$ cat config.mk
export PLATFORM = sky130hd
export DESIGN_NAME = pup_regs
export DESIGN_NICKNAME = d
export VERILOG_FILES = /design/src/core/pup_pkg.sv /design/src/core/pup_sync.sv /design/src/core/pup_publish.sv /design/src/core/pup_regs.sv
export SDC_FILE = /design/constraint.sdc
export NUM_CORES = 1
export LEC_CHECK = 0
export BUFFER_PORTS_ARGS = -buffer_cell sky130_fd_sc_hd__buf_2
export CORE_UTILIZATION = 35
export DETAILED_ROUTE_END_ITERATION = 12
export PLACE_DENSITY = 0.65
export SLEW_MARGIN = 0
export SYNTH_ARGS = -nofsm -noshare
export SYNTH_HDL_FRONTEND = slang
export SYNTH_SLANG_ARGS = --single-unit
$ cat constraint.sdc
create_clock -name clock_in -period 2.1 [get_ports clock_in]
set_input_delay 0.315 -clock clock_in [delete_from_list [all_inputs] [get_ports clock_in]]
set_output_delay 0.315 -clock clock_in [all_outputs]
set_load 0.01 [all_outputs]
$ cat src/core/pup_pkg.sv
// Constants and types shared by the protection unit register block.
// Notes on behaviour
// - Flash violation sets the flash event register to 1; resets to 0.
// - Violation on any peripheral sets the peripheral event register to 1.
// - RAM violation sets the RAM event register to 1.
// - Each event has a publish register with a channel index field.
// - Publish register enable bit gates publishing; register resets to 0.
// - Interrupt enable register holds one read/write bit per event.
// - Writing 1 to the set alias enables; reading returns enable state.
// - Writing 1 to the clear alias disables; reading returns enable state.
// - Capability register is read-only and reads 1, support present.
// - External master attribute source field is read-only: 0, 1 or 2.
// - Security attribute bit acts only when the source reads software chosen.
// - Lock bit set freezes the external master permission register until reset.
// - Channel secure map has 16 bits, 1 secure, resets to all ones.
// - Non-secure event aimed at a secure channel is ignored.
// - Channel map lock bit set blocks map changes until reset.
package pup_pkg;
	localparam logic [11:0] OFS_RAM_EVT      = 12'h100;
	localparam logic [11:0] OFS_FLASH_EVT    = 12'h104;
	localparam logic [11:0] OFS_PERIPH_EVT   = 12'h108;
	localparam logic [11:0] OFS_RAM_PUB      = 12'h180;
	localparam logic [11:0] OFS_FLASH_PUB    = 12'h184;
	localparam logic [11:0] OFS_PERIPH_PUB   = 12'h188;
	localparam logic [11:0] OFS_IRQ_EN       = 12'h300;
	localparam logic [11:0] OFS_IRQ_SET      = 12'h304;
	localparam logic [11:0] OFS_IRQ_CLR      = 12'h308;
	localparam logic [11:0] OFS_FEATURES     = 12'h400;
	localparam logic [11:0] OFS_EXT_PERM     = 12'h440;
	localparam logic [11:0] OFS_CHAN_MAP     = 12'h480;
	localparam logic [11:0] OFS_CHAN_LOCK    = 12'h484;
	localparam int          PUB_EN_BIT       = 31;
	localparam int          CHANNEL_INDEX_W          = 4;
	localparam int          NUM_EVT          = 3;
	localparam int          EVT_RAM          = 0;
	localparam int          EVT_FLASH        = 1;
	localparam int          EVT_PERIPH       = 2;
	localparam int          NUM_CHAN         = 16;
	localparam int          EXT_SECURITY_ATTRIBUTE_BIT  = 4;
	localparam int          EXT_LOCK_BIT     = 8;
	localparam logic [1:0]  SRC_NONSECURE    = 2'h0;
	localparam logic [1:0]  SRC_SECURE       = 2'h1;
	localparam logic [1:0]  SRC_SOFTWARE     = 2'h2;
	localparam logic [31:0] FEATURES_RESET   = 32'h0000_0001;
	localparam logic [15:0] CHAN_MAP_RESET   = 16'hffff;
	localparam logic [31:0] PUB_RESET        = 32'h0000_0000;
	typedef struct packed {
		logic [NUM_EVT-1:0]          evt;
		logic [NUM_EVT-1:0]          irq_en;
		logic [NUM_EVT-1:0]          pub_en;
		logic [NUM_EVT*CHANNEL_INDEX_W-1:0]  pub_idx;
		logic                        ext_security_attribute;
		logic                        ext_lock;
		logic [NUM_CHAN-1:0]         chan_map;
		logic                        chan_lock;
		logic                        ack;
		logic [31:0]                 rdata;
		logic                        irq;
	} pup_state_t;
endpackage : pup_pkg

$ cat src/core/pup_sync.sv
// Two flip-flop synchroniser for asynchronous pulse inputs.
`timescale 1ns/1ps
`default_nettype none
module pup_sync #(
	parameter int W = 3
) (
	// Clock and reset.
	input  wire logic         clock_in,
	input  wire logic         rstn_in,
	// Data.
	input  wire logic [W-1:0] async_in,
	output logic      [W-1:0] sync_out
);
	logic [W-1:0] stage1;
	always_ff @(posedge clock_in or negedge rstn_in) begin
		if (!rstn_in) begin
			stage1   <= '0;
			sync_out <= '0;
		end else begin
			stage1   <= async_in;
			sync_out <= stage1;
		end
	end
endmodule // pup_sync
`default_nettype wire

$ cat src/core/pup_publish.sv
// Routes one violation event pulse to its selected event routing channel.
`timescale 1ns/1ps
`default_nettype none
module pup_publish (
	// Clock and reset.
	input  wire logic                            clock_in,
	input  wire logic                            rstn_in,
	// Configuration.
	input  wire logic                            enable_in,
	input  wire logic [pup_pkg::CHANNEL_INDEX_W-1:0]     channel_index_in,
	input  wire logic                            source_secure_in,
	input  wire logic [pup_pkg::NUM_CHAN-1:0]    chan_map_in,
	// Event.
	input  wire logic                            event_in,
	output logic      [pup_pkg::NUM_CHAN-1:0]    channel_out
);
	logic allowed;
	always_comb begin
		allowed = source_secure_in || !chan_map_in[channel_index_in];
	end
	always_ff @(posedge clock_in or negedge rstn_in) begin
		if (!rstn_in) begin
			channel_out <= '0;
		end else begin
			channel_out <= '0;
			if (event_in && enable_in && allowed) begin
				channel_out[channel_index_in] <= 1'b1;
			end
		end
	end
endmodule // pup_publish
`default_nettype wire

$ cat src/core/pup_regs.sv
// Register block of the protection unit with a classic Wishbone slave.
`timescale 1ns/1ps
`default_nettype none
module pup_regs (
	// Clock and reset.
	input  wire logic        clock_in,
	input  wire logic        rstn_in,
	// Wishbone slave.
	input  wire logic        wb_cyc_in,
	input  wire logic        wb_stb_in,
	input  wire logic        wb_we_in,
	input  wire logic [11:0] wb_adr_in,
	input  wire logic [3:0]  wb_sel_in,
	input  wire logic [31:0] wb_dat_in,
	output logic      [31:0] wb_dat_out,
	output logic             wb_ack_out,
	// Violation detectors, asynchronous pulses or levels.
	input  wire logic        ram_violation_in,
	input  wire logic        flash_violation_in,
	input  wire logic        periph_violation_in,
	// Security of the event source peripheral, 1 secure.
	input  wire logic        source_secure_in,
	// External master strap for its attribute source.
	input  wire logic [1:0]  attribute_source_in,
	// Outputs.
	output logic             irq_out,
	output logic      [15:0] event_routing_channel_out,
	output logic             external_master_secure_out,
	output logic      [15:0] chan_secure_out
);
	pup_pkg::pup_state_t st;
	pup_pkg::pup_state_t next_st;
	logic [2:0]  viol_sync;
	logic [2:0]  viol_prev;
	logic [2:0]  viol_rise;
	logic [1:0]  attr_src;
	logic        ext_secure;
	logic [15:0] chan_pub [3];
	logic [15:0] chan_or;

	pup_sync #(.W(3)) u_sync (
		.clock_in (clock_in),
		.rstn_in  (rstn_in),
		.async_in ({periph_violation_in, flash_violation_in, ram_violation_in}),
		.sync_out (viol_sync)
	);

	function automatic logic [31:0] lane_merge(input logic [31:0] old_v, input logic [31:0] new_v,
		input logic [3:0] sel);
		logic [31:0] r;
		r = old_v;
		for (int i = 0; i < 4; i++) begin
			if (sel[i]) begin
				r[8*i +: 8] = new_v[8*i +: 8];
			end
		end
		return r;
	endfunction

	// The strap is a pin, so it passes two flip-flops before the decode reads it.
	pup_sync #(.W(2)) u_strap_sync (
		.clock_in (clock_in),
		.rstn_in  (rstn_in),
		.async_in (attribute_source_in),
		.sync_out (attr_src)
	);

	always_ff @(posedge clock_in or negedge rstn_in) begin
		if (!rstn_in) begin
			viol_prev <= '0;
		end else begin
			viol_prev <= viol_sync;
		end
	end
	assign viol_rise = viol_sync & ~viol_prev;

	generate
		for (genvar g = 0; g < pup_pkg::NUM_EVT; g++) begin : g_pub
			pup_publish u_pub (
				.clock_in         (clock_in),
				.rstn_in          (rstn_in),
				.enable_in        (st.pub_en[g]),
				.channel_index_in (st.pub_idx[g*pup_pkg::CHANNEL_INDEX_W +: pup_pkg::CHANNEL_INDEX_W]),
				.source_secure_in (source_secure_in),
				.chan_map_in      (st.chan_map),
				.event_in         (viol_rise[g]),
				.channel_out      (chan_pub[g])
			);
		end
	endgenerate
	assign chan_or = chan_pub[0] | chan_pub[1] | chan_pub[2];

	always_comb begin
		logic        req;
		logic        wr;
		logic [31:0] wv;
		logic [31:0] rv;
		logic [31:0] cur;
		req = wb_cyc_in && wb_stb_in && !st.ack;
		wr  = req && wb_we_in;
		wv  = 32'h0000_0000;
		rv  = 32'h0000_0000;
		cur = 32'h0000_0000;
		next_st       = st;
		next_st.ack   = req;
		// Event registers; hardware set wins over a software write.
		if (wr && wb_adr_in == pup_pkg::OFS_RAM_EVT) begin
			wv = lane_merge({31'h0, st.evt[pup_pkg::EVT_RAM]}, wb_dat_in, wb_sel_in);
			next_st.evt[pup_pkg::EVT_RAM] = wv[0];
		end
		if (wr && wb_adr_in == pup_pkg::OFS_FLASH_EVT) begin
			wv = lane_merge({31'h0, st.evt[pup_pkg::EVT_FLASH]}, wb_dat_in, wb_sel_in);
			next_st.evt[pup_pkg::EVT_FLASH] = wv[0];
		end
		if (wr && wb_adr_in == pup_pkg::OFS_PERIPH_EVT) begin
			wv = lane_merge({31'h0, st.evt[pup_pkg::EVT_PERIPH]}, wb_dat_in, wb_sel_in);
			next_st.evt[pup_pkg::EVT_PERIPH] = wv[0];
		end
		if (viol_rise[pup_pkg::EVT_RAM]) begin
			next_st.evt[pup_pkg::EVT_RAM] = 1'b1;
		end
		if (viol_rise[pup_pkg::EVT_FLASH]) begin
			next_st.evt[pup_pkg::EVT_FLASH] = 1'b1;
		end
		if (viol_rise[pup_pkg::EVT_PERIPH]) begin
			next_st.evt[pup_pkg::EVT_PERIPH] = 1'b1;
		end
		// Publish registers.
		for (int e = 0; e < pup_pkg::NUM_EVT; e++) begin
			cur = {st.pub_en[e], 27'h0, st.pub_idx[e*pup_pkg::CHANNEL_INDEX_W +: pup_pkg::CHANNEL_INDEX_W]};
			if (wr && wb_adr_in == pup_pkg::OFS_RAM_PUB + 12'(4 * e)) begin
				wv = lane_merge(cur, wb_dat_in, wb_sel_in);
				next_st.pub_en[e] = wv[pup_pkg::PUB_EN_BIT];
				next_st.pub_idx[e*pup_pkg::CHANNEL_INDEX_W +: pup_pkg::CHANNEL_INDEX_W] = wv[3:0];
			end
		end
		// Interrupt enable and its aliases.
		if (wr && wb_adr_in == pup_pkg::OFS_IRQ_EN && wb_sel_in[0]) begin
			next_st.irq_en = wb_dat_in[2:0];
		end else if (wr && wb_adr_in == pup_pkg::OFS_IRQ_SET && wb_sel_in[0]) begin
			next_st.irq_en = st.irq_en | wb_dat_in[2:0];
		end else if (wr && wb_adr_in == pup_pkg::OFS_IRQ_CLR && wb_sel_in[0]) begin
			next_st.irq_en = st.irq_en & ~wb_dat_in[2:0];
		end
		// External master permission.
		if (wr && wb_adr_in == pup_pkg::OFS_EXT_PERM && !st.ext_lock) begin
			if (wb_sel_in[0]) begin
				next_st.ext_security_attribute = wb_dat_in[pup_pkg::EXT_SECURITY_ATTRIBUTE_BIT];
			end
			if (wb_sel_in[1]) begin
				next_st.ext_lock = wb_dat_in[pup_pkg::EXT_LOCK_BIT];
			end
		end
		// Channel secure map and its lock.
		if (wr && wb_adr_in == pup_pkg::OFS_CHAN_MAP && !st.chan_lock) begin
			wv = lane_merge({16'h0, st.chan_map}, wb_dat_in, wb_sel_in);
			next_st.chan_map = wv[15:0];
		end
		if (wr && wb_adr_in == pup_pkg::OFS_CHAN_LOCK && wb_sel_in[0] && wb_dat_in[0]) begin
			next_st.chan_lock = 1'b1;
		end
		// Read decode; unmapped addresses read zero and still acknowledge.
		if (wb_adr_in == pup_pkg::OFS_RAM_EVT) begin
			rv = {31'h0, st.evt[pup_pkg::EVT_RAM]};
		end else if (wb_adr_in == pup_pkg::OFS_FLASH_EVT) begin
			rv = {31'h0, st.evt[pup_pkg::EVT_FLASH]};
		end else if (wb_adr_in == pup_pkg::OFS_PERIPH_EVT) begin
			rv = {31'h0, st.evt[pup_pkg::EVT_PERIPH]};
		end else if (wb_adr_in == pup_pkg::OFS_RAM_PUB) begin
			rv = {st.pub_en[0], 27'h0, st.pub_idx[3:0]};
		end else if (wb_adr_in == pup_pkg::OFS_FLASH_PUB) begin
			rv = {st.pub_en[1], 27'h0, st.pub_idx[7:4]};
		end else if (wb_adr_in == pup_pkg::OFS_PERIPH_PUB) begin
			rv = {st.pub_en[2], 27'h0, st.pub_idx[11:8]};
		end else if (wb_adr_in == pup_pkg::OFS_IRQ_EN || wb_adr_in == pup_pkg::OFS_IRQ_SET
			|| wb_adr_in == pup_pkg::OFS_IRQ_CLR) begin
			rv = {29'h0, st.irq_en};
		end else if (wb_adr_in == pup_pkg::OFS_FEATURES) begin
			rv = pup_pkg::FEATURES_RESET;
		end else if (wb_adr_in == pup_pkg::OFS_EXT_PERM) begin
			rv = {23'h0, st.ext_lock, 3'h0, st.ext_security_attribute, 2'h0, attr_src};
		end else if (wb_adr_in == pup_pkg::OFS_CHAN_MAP) begin
			rv = {16'h0, st.chan_map};
		end else if (wb_adr_in == pup_pkg::OFS_CHAN_LOCK) begin
			rv = {31'h0, st.chan_lock};
		end
		next_st.rdata = req ? rv : st.rdata;
		next_st.irq   = |(next_st.evt & next_st.irq_en);
	end

	always_ff @(posedge clock_in or negedge rstn_in) begin
		if (!rstn_in) begin
			st          <= '0;
			st.chan_map <= pup_pkg::CHAN_MAP_RESET;
		end else begin
			st <= next_st;
		end
	end

	always_comb begin
		if (attr_src == pup_pkg::SRC_SOFTWARE) begin
			ext_secure = st.ext_security_attribute;
		end else begin
			ext_secure = (attr_src == pup_pkg::SRC_SECURE);
		end
	end

	always_ff @(posedge clock_in or negedge rstn_in) begin
		if (!rstn_in) begin
			event_routing_channel_out  <= '0;
			external_master_secure_out <= 1'b0;
		end else begin
			event_routing_channel_out  <= chan_or;
			external_master_secure_out <= ext_secure;
		end
	end
	assign wb_dat_out      = st.rdata;
	assign wb_ack_out      = st.ack;
	assign irq_out         = st.irq;
	assign chan_secure_out = st.chan_map;
endmodule // pup_regs
`default_nettype wire

# After elaboration in Yosys (flattened, before gate mapping)
# Index checks and enable logic that the tools add are counted.
# op_classes
magnitude_cmp,6
eq_ne,15
muxes,39
n_bitwise,8
reduce_logical,53
# ops
cell,n
$mux 32,6
$mux 16,7
$eq 12x9->1 const B,6
$eq 12x11->1 const B,4
$eq 12x10->1 const B,3
$or 16x16->16,2
$logic_and 1x1->1,31
$reduce_and 2->1,10
$mux 1,17
$lt 4x5->1 const B,3
$bmux 1 s4,3
$demux 1 s4,3
$ge 4x1->1 const B,3
$and 3x3->3,3
$mux 3,3
$logic_not 1->1,6
$not 3->3,2
$logic_or 1x1->1,5
$or 3x3->3,1
$reduce_or 3->1,1
$eq 2x1->1 const B,1
$eq 2x2->1 const B,1
# word_totals
regBits,152
output_inout_bits,67
wordCells,147

# Longest topological paths before layout
# Gate-level depths: netlist of run 1.
# logic_depth
depth_word,12
depth_mapped,7
mapped_depth_nobuf,5

# Modules after synthesis
# A second synthesis of run 1 with hierarchy kept.
# hier_totals
hier_cells,534
hier_area_um2,6377.4
# modules_own_cells
module,instances,cells_per_inst,area_per_inst_um2
pup_regs,1,339,3957.5
pup_publish at g_pub[0].u_pub,1,59,748.2
pup_publish at g_pub[1].u_pub,1,69,737.0
pup_publish at g_pub[2].u_pub,1,57,684.4
pup_sync at u_sync,1,6,150.1
pup_sync at u_strap_sync,1,4,100.1

# Least setup slack after synthesis of run 1
# Ideal clock, no wire load.
# synth_timing
path_type,in2reg
startpoint,input wb_adr_in[5]
endpoint,"register st, in the netlist irq_out"
setup_time_ns,0.126
arrival_time_ns,2.030
required_ns,1.974
path_slack_ns,-0.056
path_stages,5
path_buffers,1
cell_sequence,or4_4 > buf_6 > or4_1 > a22o_1 > a221o_1
# synth_rtl
element,line_no,source
"start, declared",pup_regs.sv:12,"input wire logic [11:0] wb_adr_in,"
"end signal, assigned",pup_regs.sv:196,st <= next_st;
"end, declared",pup_regs.sv:31,pup_pkg::pup_state_t st;

==> results of run 1 <==
-- registers in the layout, summed over array words and instances (netlist names) --
signal,flops
event_routing_channel_out,16
irq_out,1
u_sync.sync_out,3
viol_prev,3
u_sync.stage1,3
g_pub.u_pub.channel_out,48
st,24
wb_dat_out,17
external_master_secure_out,1
u_strap_sync.stage1,2
u_strap_sync.sync_out,2
wb_ack_out,1
chan_secure_out,16
-- synth_stat cells, types with 3 or more instances --
library cell | instances | share of area, %
dfrtp_1 | 121 | 50
nor2_1 | 52 | 3.2
buf_4 | 48 | 6.0
mux2_2 | 33 | 6.1
nand2_1 | 29 | 1.8
or3_1 | 18 | 1.9
a22o_1 | 16 | 2.3
dfstp_2 | 16 | 6.9
clkbuf_1 | 13 | 0.81
mux4_2 | 12 | 4.5
nor3_1 | 11 | 0.91
inv_1 | 10 | 0.62
and3_1 | 7 | 0.72
nor4_1 | 7 | 0.72
nand3_1 | 6 | 0.50
o21ai_0 | 6 | 0.50
nor2b_1 | 5 | 0.52
nor4b_1 | 5 | 0.72
a21oi_1 | 4 | 0.33
nand2b_1 | 4 | 0.41
o2111ai_1 | 4 | 0.58
a211o_1 | 3 | 0.43
a221o_1 | 3 | 0.50
a31o_2 | 3 | 0.43
nor4_4 | 3 | 1.1
or2_2 | 3 | 0.31
or4b_2 | 3 | 0.50
-- logic make-up after synthesis --
kind of cell    share of synthesized area (%)
compound gates                          8.928
buf+inv                                 7.626
flops                                   56.95
mux                                     10.93
other cells                           0.06194
simple gates                            15.50
-- layout make-up --
type	instances	area, um2
clock buffer	17	425.4
clock inverter	15	176.4
fill	1543	9129
inverter	10	37.54
multi-input combinational	296	2230
sequential	137	3448
tap	220	275.3
timing repair buffer	160	1039
-- routing by layer --
layer / routed length, um / share of wire, % / vias to the layer above
met5: 0 / 0 / -
met4: 220 / 1.5 / 0
met3: 591 / 3.9 / 18
met2: 7568 / 50 / 126
met1: 6675 / 44 / 2203
li1: - / - / 1992
-- how the worst max path moves through the flow --
stage,depth (start not counted),to,slack (ps),from
final,6,irq_out,30,wb_ack_out
after detailed placement,7,st[63],-270,wb_adr_in[3]
after CTS,5,wb_dat_out[7],20,wb_ack_out
after global placement,7,st[64],-370,wb_adr_in[3]
after global routing,6,irq_out,-80,wb_ack_out
after floorplan,5,st[57],20,wb_adr_in[2]
-- layout by cell type (no fill, tap or decap), drive strengths merged, types with 8 or more instances in the layout --
master	count
nor2	52
and3	8
nor3	11
a22o	16
dfrtp	121
nor4	10
inv	19
conb	15
buf	153
nand2	29
mux4	12
or3	18
dfstp	16
clkbuf	18
mux2	33
-- power by group through the flow --
stage                     Clock, uW  Combinational (uW)  Sequential [uW]
after floorplan                   0                 109             2710
after global placement            0                 263             2710
after detailed placement          0                 269             2720
after CTS                      3050                 280             2670
after global routing           3180                 328             2670
final                          2990                 297             2670
-- per-stage QoR --
step	cell area, um2	utilization (%)	std cells
after floorplan	6111	-	506
after global placement	6865	40.96	811
after detailed placement	6865	40.96	811
after CTS	7530	44.93	849
after global routing	7631	45.53	855
final	7631	45.53	855
-- worst register-to-register path: cells and delay by family (launching register included) --
family / cells / cell delay [ps]
AND/OR/NAND/NOR: 2 / 660
buffers and inverters: 1 / 200
flip-flops: 1 / 380
AO/OA/AOI/OAI: 3 / 730
-- what timing repair did --
action,4_1_cts,5_1_grt
hold buffers,6,0
endpoints found under the hold margin,16,0
endpoints found under the setup margin,7,17
cloned,0,1
pin swaps,0,3
gates resized for setup,1,7
buffers inserted,0,5
==> results.toml, run 1 <==
[clocking]
cts_tree = "yes"
cts_buffers = 17
worstSkewPairLatency_ps = 430
clockBufferDepth = 2
numClockSinks = 137
path_clk_slew_ps = 70
cts_root_buf = "clkbuf_16"
htreeDepth = 4

[worst_setup_path]
critPathTopFamily = "compound AO/OA/AOI/OAI gates"
slowest_delay_ps = 400
startpoint_type = "register"
r2r_setup_slack_ps = 30
reg2reg_from = "wb_ack_out"
critical-path-slowest-cell = "nor4_4"
critPathBufInv = 1
r2r_cells = 6
critPathCaptureType = "register"
cp_max_fo = 6
worstReg2RegEnd = "irq_out"
cp_data_arrival_time_ps = 2380
cp_cell_sequence = "nand3b_1, buf_12, nor4_4, a21boi_2, a311o_1, a221o_1"
cp.required_ps = 2400
crit_type = "register to register"

[detailed_routing]
dr.pass1.iters = 6
drt-vias-per-instance = 5.075
drc = 0
wl_per_cell_um = 17.61
finalWirelength_um = 15060
dr_total_vias = 4339
ant_nets = 0
drt-initial-drc-count = 274

[timing]
finClkSkew_ps = 10.64
fin_ws_ps = 25.10
min_period_ps = 2075
grt_setup_unrepaired = "true"
fin_crit_sh_pct = 98.80
worstMarginPinSlew_ps = 675.2
fin_setup_tns_ps = 0
relSlewSlack_pct = 54.65
finalHoldViolations = 0
fmax_mhz = 482.0
slew_violations = 0
setup_viol = 0
hold_slack_ps = 120.5

[placement]
hpwl_um = 11160
place.gp.congestion = 0.8600
port_buffers = 94
dp_slack_ps = -272.6

[run]
cap_violations = 0

[global_routing]
grt.met3_usage_pct = 4.148
antenna_found_initial = 0
gr-usage-met1_pct = 22.63
grt-busiest-layer = "met2"
grt_max_degree = 49
grt_pass1_wl_um = 23970
grt_use_met2_pct = 30.01
grt_usage_pct = 17.81
grt_overflow = 0
first_global_vias = 4486

[logic_synthesis]
syn_area_per_cell_um2 = 12.31
synth_cell_type_count = 65
ys_ff_latch = 137
synth_cells = 492
ys.flop_type = "dfrtp_1"
async_flop_share_pct = 100.0
yosysWarnings = 0
ys_seq_area_share_pct = 56.95
synth_area_um2 = 6055
synth-edff-count = 0

[die]
io_pins = 126
start_util_pct = 36.13
num_rows = 47
die-area_um2 = 17830
core-area_um2 = 16760
fp.dieH_um = 133.5
die_w_um = 133.5

[power]
total_power_uw = 5959
ir_worst_vdd_mv = 0.7536
p_sw_share_pct = 24.75
p_switching_uw = 1475
leakage_uw = 0.003704
power_frac_seq_pct = 44.8
p_int_uw = 4484
combPwrFrac_pct = 5.0
powerDensity_nw_per_um2 = 780.9
clkPwrFrac_pct = 50.2

[finish]
syn_to_final_growth_pct = 26.04
nets = 681
diodes = 0
drive_gt1_share_pct = 42.52

[worst_hold_path]
hold_path_class = "primary input to register"
min_path_cells = 2
hold_start = "wb_dat_in[5]"
min_to = "chan_secure_out[5]"

[outcome]
status = "finished clean"
No activity file was read; power rests on OpenSTA's default activity.
==> run 2, diff against run 1 <==
--- a/config.mk
+++ b/config.mk
@@ -8,5 +8,6 @@
 export BUFFER_PORTS_ARGS = -buffer_cell sky130_fd_sc_hd__buf_2
+export CORE_ASPECT_RATIO = 1.2
 export CORE_UTILIZATION = 35
 export DETAILED_ROUTE_END_ITERATION = 12
-export PLACE_DENSITY = 0.65
+export PLACE_DENSITY = 0.63
 export SLEW_MARGIN = 0
==> constraint.sdc (replaced) <==
create_clock -name clock_in -period 2.66 [get_ports clock_in]
set_input_delay 0.399 -clock clock_in [delete_from_list [all_inputs] [get_ports clock_in]]
set_output_delay 0.399 -clock clock_in [all_outputs]
set_load 0.02 [all_outputs]
==> run 2 against run 1 <==
  * Via count is 3.9% lower
  * Routed wire length is 2.5% lower
  * Register-to-register slack better by 480 ps
  * Non-clock buffer count is 52 lower
  * Largest cell class unchanged
  * Cell count is 6.5% lower
  * Sequential power is 21% lower
==> results.toml, run 2 (same netlist as run 1, synthesis figures left out) <==
[outcome]
status = "finished clean"

[die]
die_w_um = 122.1
core-area_um2 = 16920
fp.dieH_um = 146.1
io_pins = 126
die-area_um2 = 17830
num_rows = 52
start_util_pct = 35.79

[worst_hold_path]
hold_path_class = "primary input to async pin"

[clocking]
postCtsSetupBuffers = 0
cts_buffers = 17
path_clk_slew_ps = 60
cts_root_buf = "clkbuf_16"
htreeDepth = 4
clockBufferDepth = 2
ctsResizeCount = 0
cts_hold_buffers = 0
numClockSinks = 137
worstSkewPairLatency_ps = 410
cts_tree = "yes"

[timing]
fin_crit_sh_pct = 80.88
relSlewSlack_pct = 55.04
slew_violations = 0
setup_viol = 0
worstMarginPinSlew_ps = 669.4
finalHoldViolations = 0
finClkSkew_ps = 6.866
fin_setup_tns_ps = 0
min_period_ps = 2151
fmax_mhz = 464.8
grt_setup_unrepaired = "false"

[finish]
regMostFlops = "g_pub.u_pub.channel_out"
diodes = 0
nets = 629
fill_cells = 1613
mostFrequentLayoutCells = "dfrtp_1 (121), buf_2 (93), nor2_1 (52), mux2_2 (33), nand2_1 (29)"
final_area_um2 = 7143
final_common_cell = "dfrtp_1"
largest_reg_flops = 48
drive_gt1_share_pct = 37.22
syn_to_final_growth_pct = 17.98

[detailed_routing]
finalWirelength_um = 14680
ant_nets = 0
dr_total_vias = 4171
dr.pass1.iters = 6
drt-vias-per-instance = 5.220
wl_per_cell_um = 18.37
drt-initial-drc-count = 237
drc = 0

[power]
total_power_uw = 4620
leakage_uw = 0.003405
powerDensity_nw_per_um2 = 646.8
ir_worst_vdd_mv = 0.4236

[worst_setup_path]
reg2reg_from = "wb_ack_out"
crit_type = "register to register"
cp_data_arrival_time_ps = 2440
worstReg2RegEnd = "irq_out"
r2r_cells = 5
r2r_setup_slack_ps = 510
startpoint_type = "register"
cp_max_fo = 5
cp-startpoint = "wb_ack_out"
cp.required_ps = 2950
critPathCaptureType = "register"

[global_routing]
grt_overflow = 0
grt_usage_pct = 17.31
antenna_found_initial = 0
grt_pass1_wl_um = 23400
first_global_vias = 4263
grt_max_degree = 52

[placement]
place_area_um2 = 6556
hpwl_um = 10830
place.gp.congestion = 0.8627
port_buffers = 94

[run]
cap_violations = 0
-- run 2: cell types whose count changed in the layout (fill, tap and decap cells not counted), moves of 2 or more --
cell           delta
buf_4            -44
clkbuf_1          +2
clkinvlp_4        +2
dlygate4sd3_1     -6
inv_6             +2
inv_8             -7
-- run 2: worst max path at each step --
stage,endpoint
global route,wb_dat_out[7]
global placement,irq_out
detailed placement,irq_out
floorplan,irq_out
CTS,irq_out
finish,irq_out
-- run 2: per-stage QoR --
stage | hold slack [ps] | utilization (%) | worst slack [ps] | std cells
after CTS | 44.72 | 42.23 | 522.1 | 799
after detailed placement | 334.7 | 38.76 | 174.0 | 767
after global placement | 335.2 | 38.76 | 220.5 | 767
after floorplan | 103.4 | - | 420.5 | 506
after global routing | 76.33 | 42.23 | 395.0 | 799
final | 25.35 | 42.23 | 508.5 | 799
-- run 2: report_power, final --
part           leakage, uW  switching (uW)  internal, uW
combinational      0.00133             140          55.6
sequential         0.00180            6.88          2100
clock             0.000278             900          1420
-- run 2: area by class of cell --
type	instances	area, um2	share of cell area (%)
clock inverter	12	140.1	1.962
inverter	10	37.54	0.5255
multi-input combinational	296	2197	30.76
tap	216	270.3	3.783
timing repair buffer	108	603.1	8.443
sequential	137	3448	48.27
clock buffer	20	446.7	6.253
-- run 2: layer usage --
layer | up-vias | share of wire (%) | global-route usage (%)
li1 | 1890 | - | -
met1 | 2117 | 42 | 22.34
met2 | 147 | 51 | 28.67
met3 | 17 | 4.5 | 3.008
met4 | 0 | 1.8 | 6.829
met5 | - | 0 | 0
-- run 2: critical path: stages, from the launching register on --
cell       delay, ps
dfrtp_1          390
nand3b_1         190
nand4bb_1        320
or4_1            530
a22o_1           250
a221o_1          350
==> run 3, diff against run 2 <==
Settings changed: ABC_AREA from default to 1, PLACE_DENSITY 0.63 to 0.65.
Clock period 2.66 ns to 1.9 ns, I/O delays scaled along.
==> run 3 against run 2 <==
  * Area after synthesis grew 3.0%
  * Sequential share of layout area fell by 2.9 points
  * First-iteration DRC count is 30% higher
  * Worst setup slack worse by 370 ps
  * Clock skew grew 1.6 ps
  * Sequential power grew 40%
  * Non-clock buffer count grew 26
  * Clock power rose by 37%
  * Register-to-register slack worse by 370 ps
  * Cell count is 29% higher
  * Largest power group unchanged
==> results.toml, run 3 <==
[timing]
min_period_ps = 1763
finalHoldViolations = 0
setup_viol = 0
slew_violations = 0
relSlewSlack_pct = 64.68
hold_slack_ps = 89.13
fin_ws_ps = 136.6
finClkSkew_ps = 8.503
fmax_mhz = 567.1
fin_crit_sh_pct = 92.81
worstMarginPinSlew_ps = 524.3

[logic_synthesis]
yosysWarnings = 0
synth-edff-count = 0
async_flop_share_pct = 100.0
ys_ff_latch = 137
synth.largest_area_cell = "dfrtp_1"
ys_seq_area_share_pct = 55.32
syn_area_per_cell_um2 = 9.060
yosys-top-cells-count = "nand2_1 (166), dfrtp_1 (121), nor2_1 (90)"
yosys-top-cells-area = "dfrtp_1 (49%), nand2_1 (10%), dfstp_2 (6.7%), buf_4 (5.8%), nor2_1 (5.4%)"
synth_top_area_share_pct = 48.57
synth_cells = 688
synthMostInstantiatedCell = "nand2_1"
ys.flop_type = "dfrtp_1"
synth_cell_type_count = 39
synth_area_um2 = 6233

[outcome]
status = "finished clean"

[detailed_routing]
drt-vias-per-instance = 4.733
drc = 0
wl_per_cell_um = 14.50
dr_total_vias = 4894
finalWirelength_um = 14990
dr.pass1.iters = 5
drt-initial-drc-count = 309
ant_nets = 0

[die]
die_w_um = 123.8
core-area_um2 = 17510
die-area_um2 = 18350
fp.dieH_um = 148.2
io_pins = 126
num_rows = 53
start_util_pct = 35.61

[worst_setup_path]
critPathTopFamily = "simple AND/OR/NAND/NOR gates"
cp_common_cell = "nor2_4"
cp_cell_sequence = "nor2_4, nand2_2, nor2_4, inv_2, o31ai_1, o311ai_2, nand2_1, nand3_1"
cp_data_arrival_time_ps = 2070
critPathBufInv = 1
cp_max_fo = 7
cp.required_ps = 2200
slowest_delay_ps = 400
critical-path-slowest-cell = "dfrtp_1"
startpoint_type = "register"
crit_type = "register to register"
critPathCaptureType = "register"

[finish]
regMostFlops = "g_pub.u_pub.channel_out"
diodes = 0
syn_to_final_growth_pct = 21.94
nets = 860
final_common_cell = "nand2_1"
drive_gt1_share_pct = 26.66
largest_reg_flops = 48
mostFrequentLayoutCells = "nand2_1 (164), dfrtp_1 (120), buf_2 (93), nor2_1 (88), inv_1 (75)"

[power]
ir_worst_vdd_mv = 0.5526
powerDensity_nw_per_um2 = 845.0
leakage_uw = 0.003952
total_power_uw = 6423

[worst_hold_path]
hold_path_class = "primary input to register"

[global_routing]
grt_usage_pct = 17.97
first_global_vias = 4836
grt_max_degree = 49
grt_overflow = 0
grt_pass1_wl_um = 24450
antenna_found_initial = 0

[clocking]
clockBufferDepth = 2
numClockSinks = 137
cts_buffers = 17
cts_tree = "yes"
cts_root_buf = "clkbuf_16"
htreeDepth = 4
path_clk_slew_ps = 70
worstSkewPairLatency_ps = 430

[placement]
port_buffers = 94
place.gp.congestion = 0.8958
hpwl_um = 11340
dp_slack_ps = 89.35

[run]
cap_violations = 0
==> run 3: changes by cell type after synthesis, sizes merged, moves of 11 or more <==
| cell | previous run | this run |
|---|---|---|
| a22o | 16 | 0 |
| a22oi | 1 | 12 |
| clkbuf | 13 | 1 |
| inv | 10 | 78 |
| mux2 | 33 | 5 |
| mux4 | 12 | 0 |
| nand2 | 29 | 171 |
| nand3 | 6 | 25 |
| nand4 | 1 | 12 |
| nor2 | 52 | 103 |
| o21ai | 6 | 31 |
| o221ai | 0 | 13 |
==> run 3: what timing repair did <==
item                                   in CTS  in global routing
endpoints found under the hold margin      37                  0
setup endpoints to repair                   0                 39
buffers inserted                            0                  6
resized for setup                           0                  9
hold buffers                                6                  0
==> run 3: metal layers <==
metal,global-route usage [%],vias to the layer above,share of wire (%)
li1,-,2398,-
met1,20.72,2325,40
met2,31.06,138,53
met3,3.681,33,3.9
met4,9.157,0,2.8
met5,0,-,0
==> run 3: report_power, final <==
part | total (uW) | switching (uW) | internal [uW]
sequential | 2950 | 8.95 | 2940
combinational | 304 | 205 | 99.2
clock | 3170 | 1420 | 1750
total | 6420 | 1630 | 4790
==> run 3: through the flow <==
step,utilization (%),TNS (ps),instance area [um2],std cells
floorplan,-,0,6286,702
global placement,39.32,0,6884,990
detailed placement,39.32,0,6884,990
CTS,42.97,0,7522,1028
global route,43.42,-19.87,7601,1034
finish,43.42,0,7601,1034
==> run 3: worst paths after layout <==
check / from / endpoint / slack, ps / depth (start not counted)
max in group asynchronous: rstn_in / chan_secure_out[8] / 890 / 3
hold / removal: wb_dat_in[9] / chan_secure_out[9] / 90 / 2
setup / recovery: wb_ack_out / irq_out / 140 / 8
hold reg to reg: u_sync.stage1[1] / u_sync.sync_out[1] / 350 / 0
min in group asynchronous: rstn_in / wb_dat_out[11] / 360 / 2
setup reg to reg: wb_ack_out / irq_out / 140 / 8
==> run 3: worst reg2reg max path, stage by stage (launching register included) <==
cell and delay, ps:
dfrtp_1 400, nor2_4 220, nand2_2 110, nor2_4 190
inv_2 100, o31ai_1 280, o311ai_2 170, nand2_1 80
nand3_1 80
==> run 3: area by class of cell <==
| class | instances | area (um2) |
|---|---|---|
| multi-input combinational | 432 | 2158 |
| timing repair buffer | 134 | 842.1 |
| clock buffer | 17 | 425.4 |
| sequential | 137 | 3450 |
| inverter | 79 | 297.8 |
| fill | 1778 | 9906 |
| clock inverter | 15 | 152.6 |
| tap | 220 | 275.3 |
==> run 3: cell families after synthesis <==
logic type	count (synthesis)	synth area share, %
AND/OR/NAND/NOR	332	23.89
multiplexers	5	1.024
buffers and inverters	133	11.42
flip-flops	137	55.32
AO/OA/AOI/OAI	80	8.290
other	1	0.06016
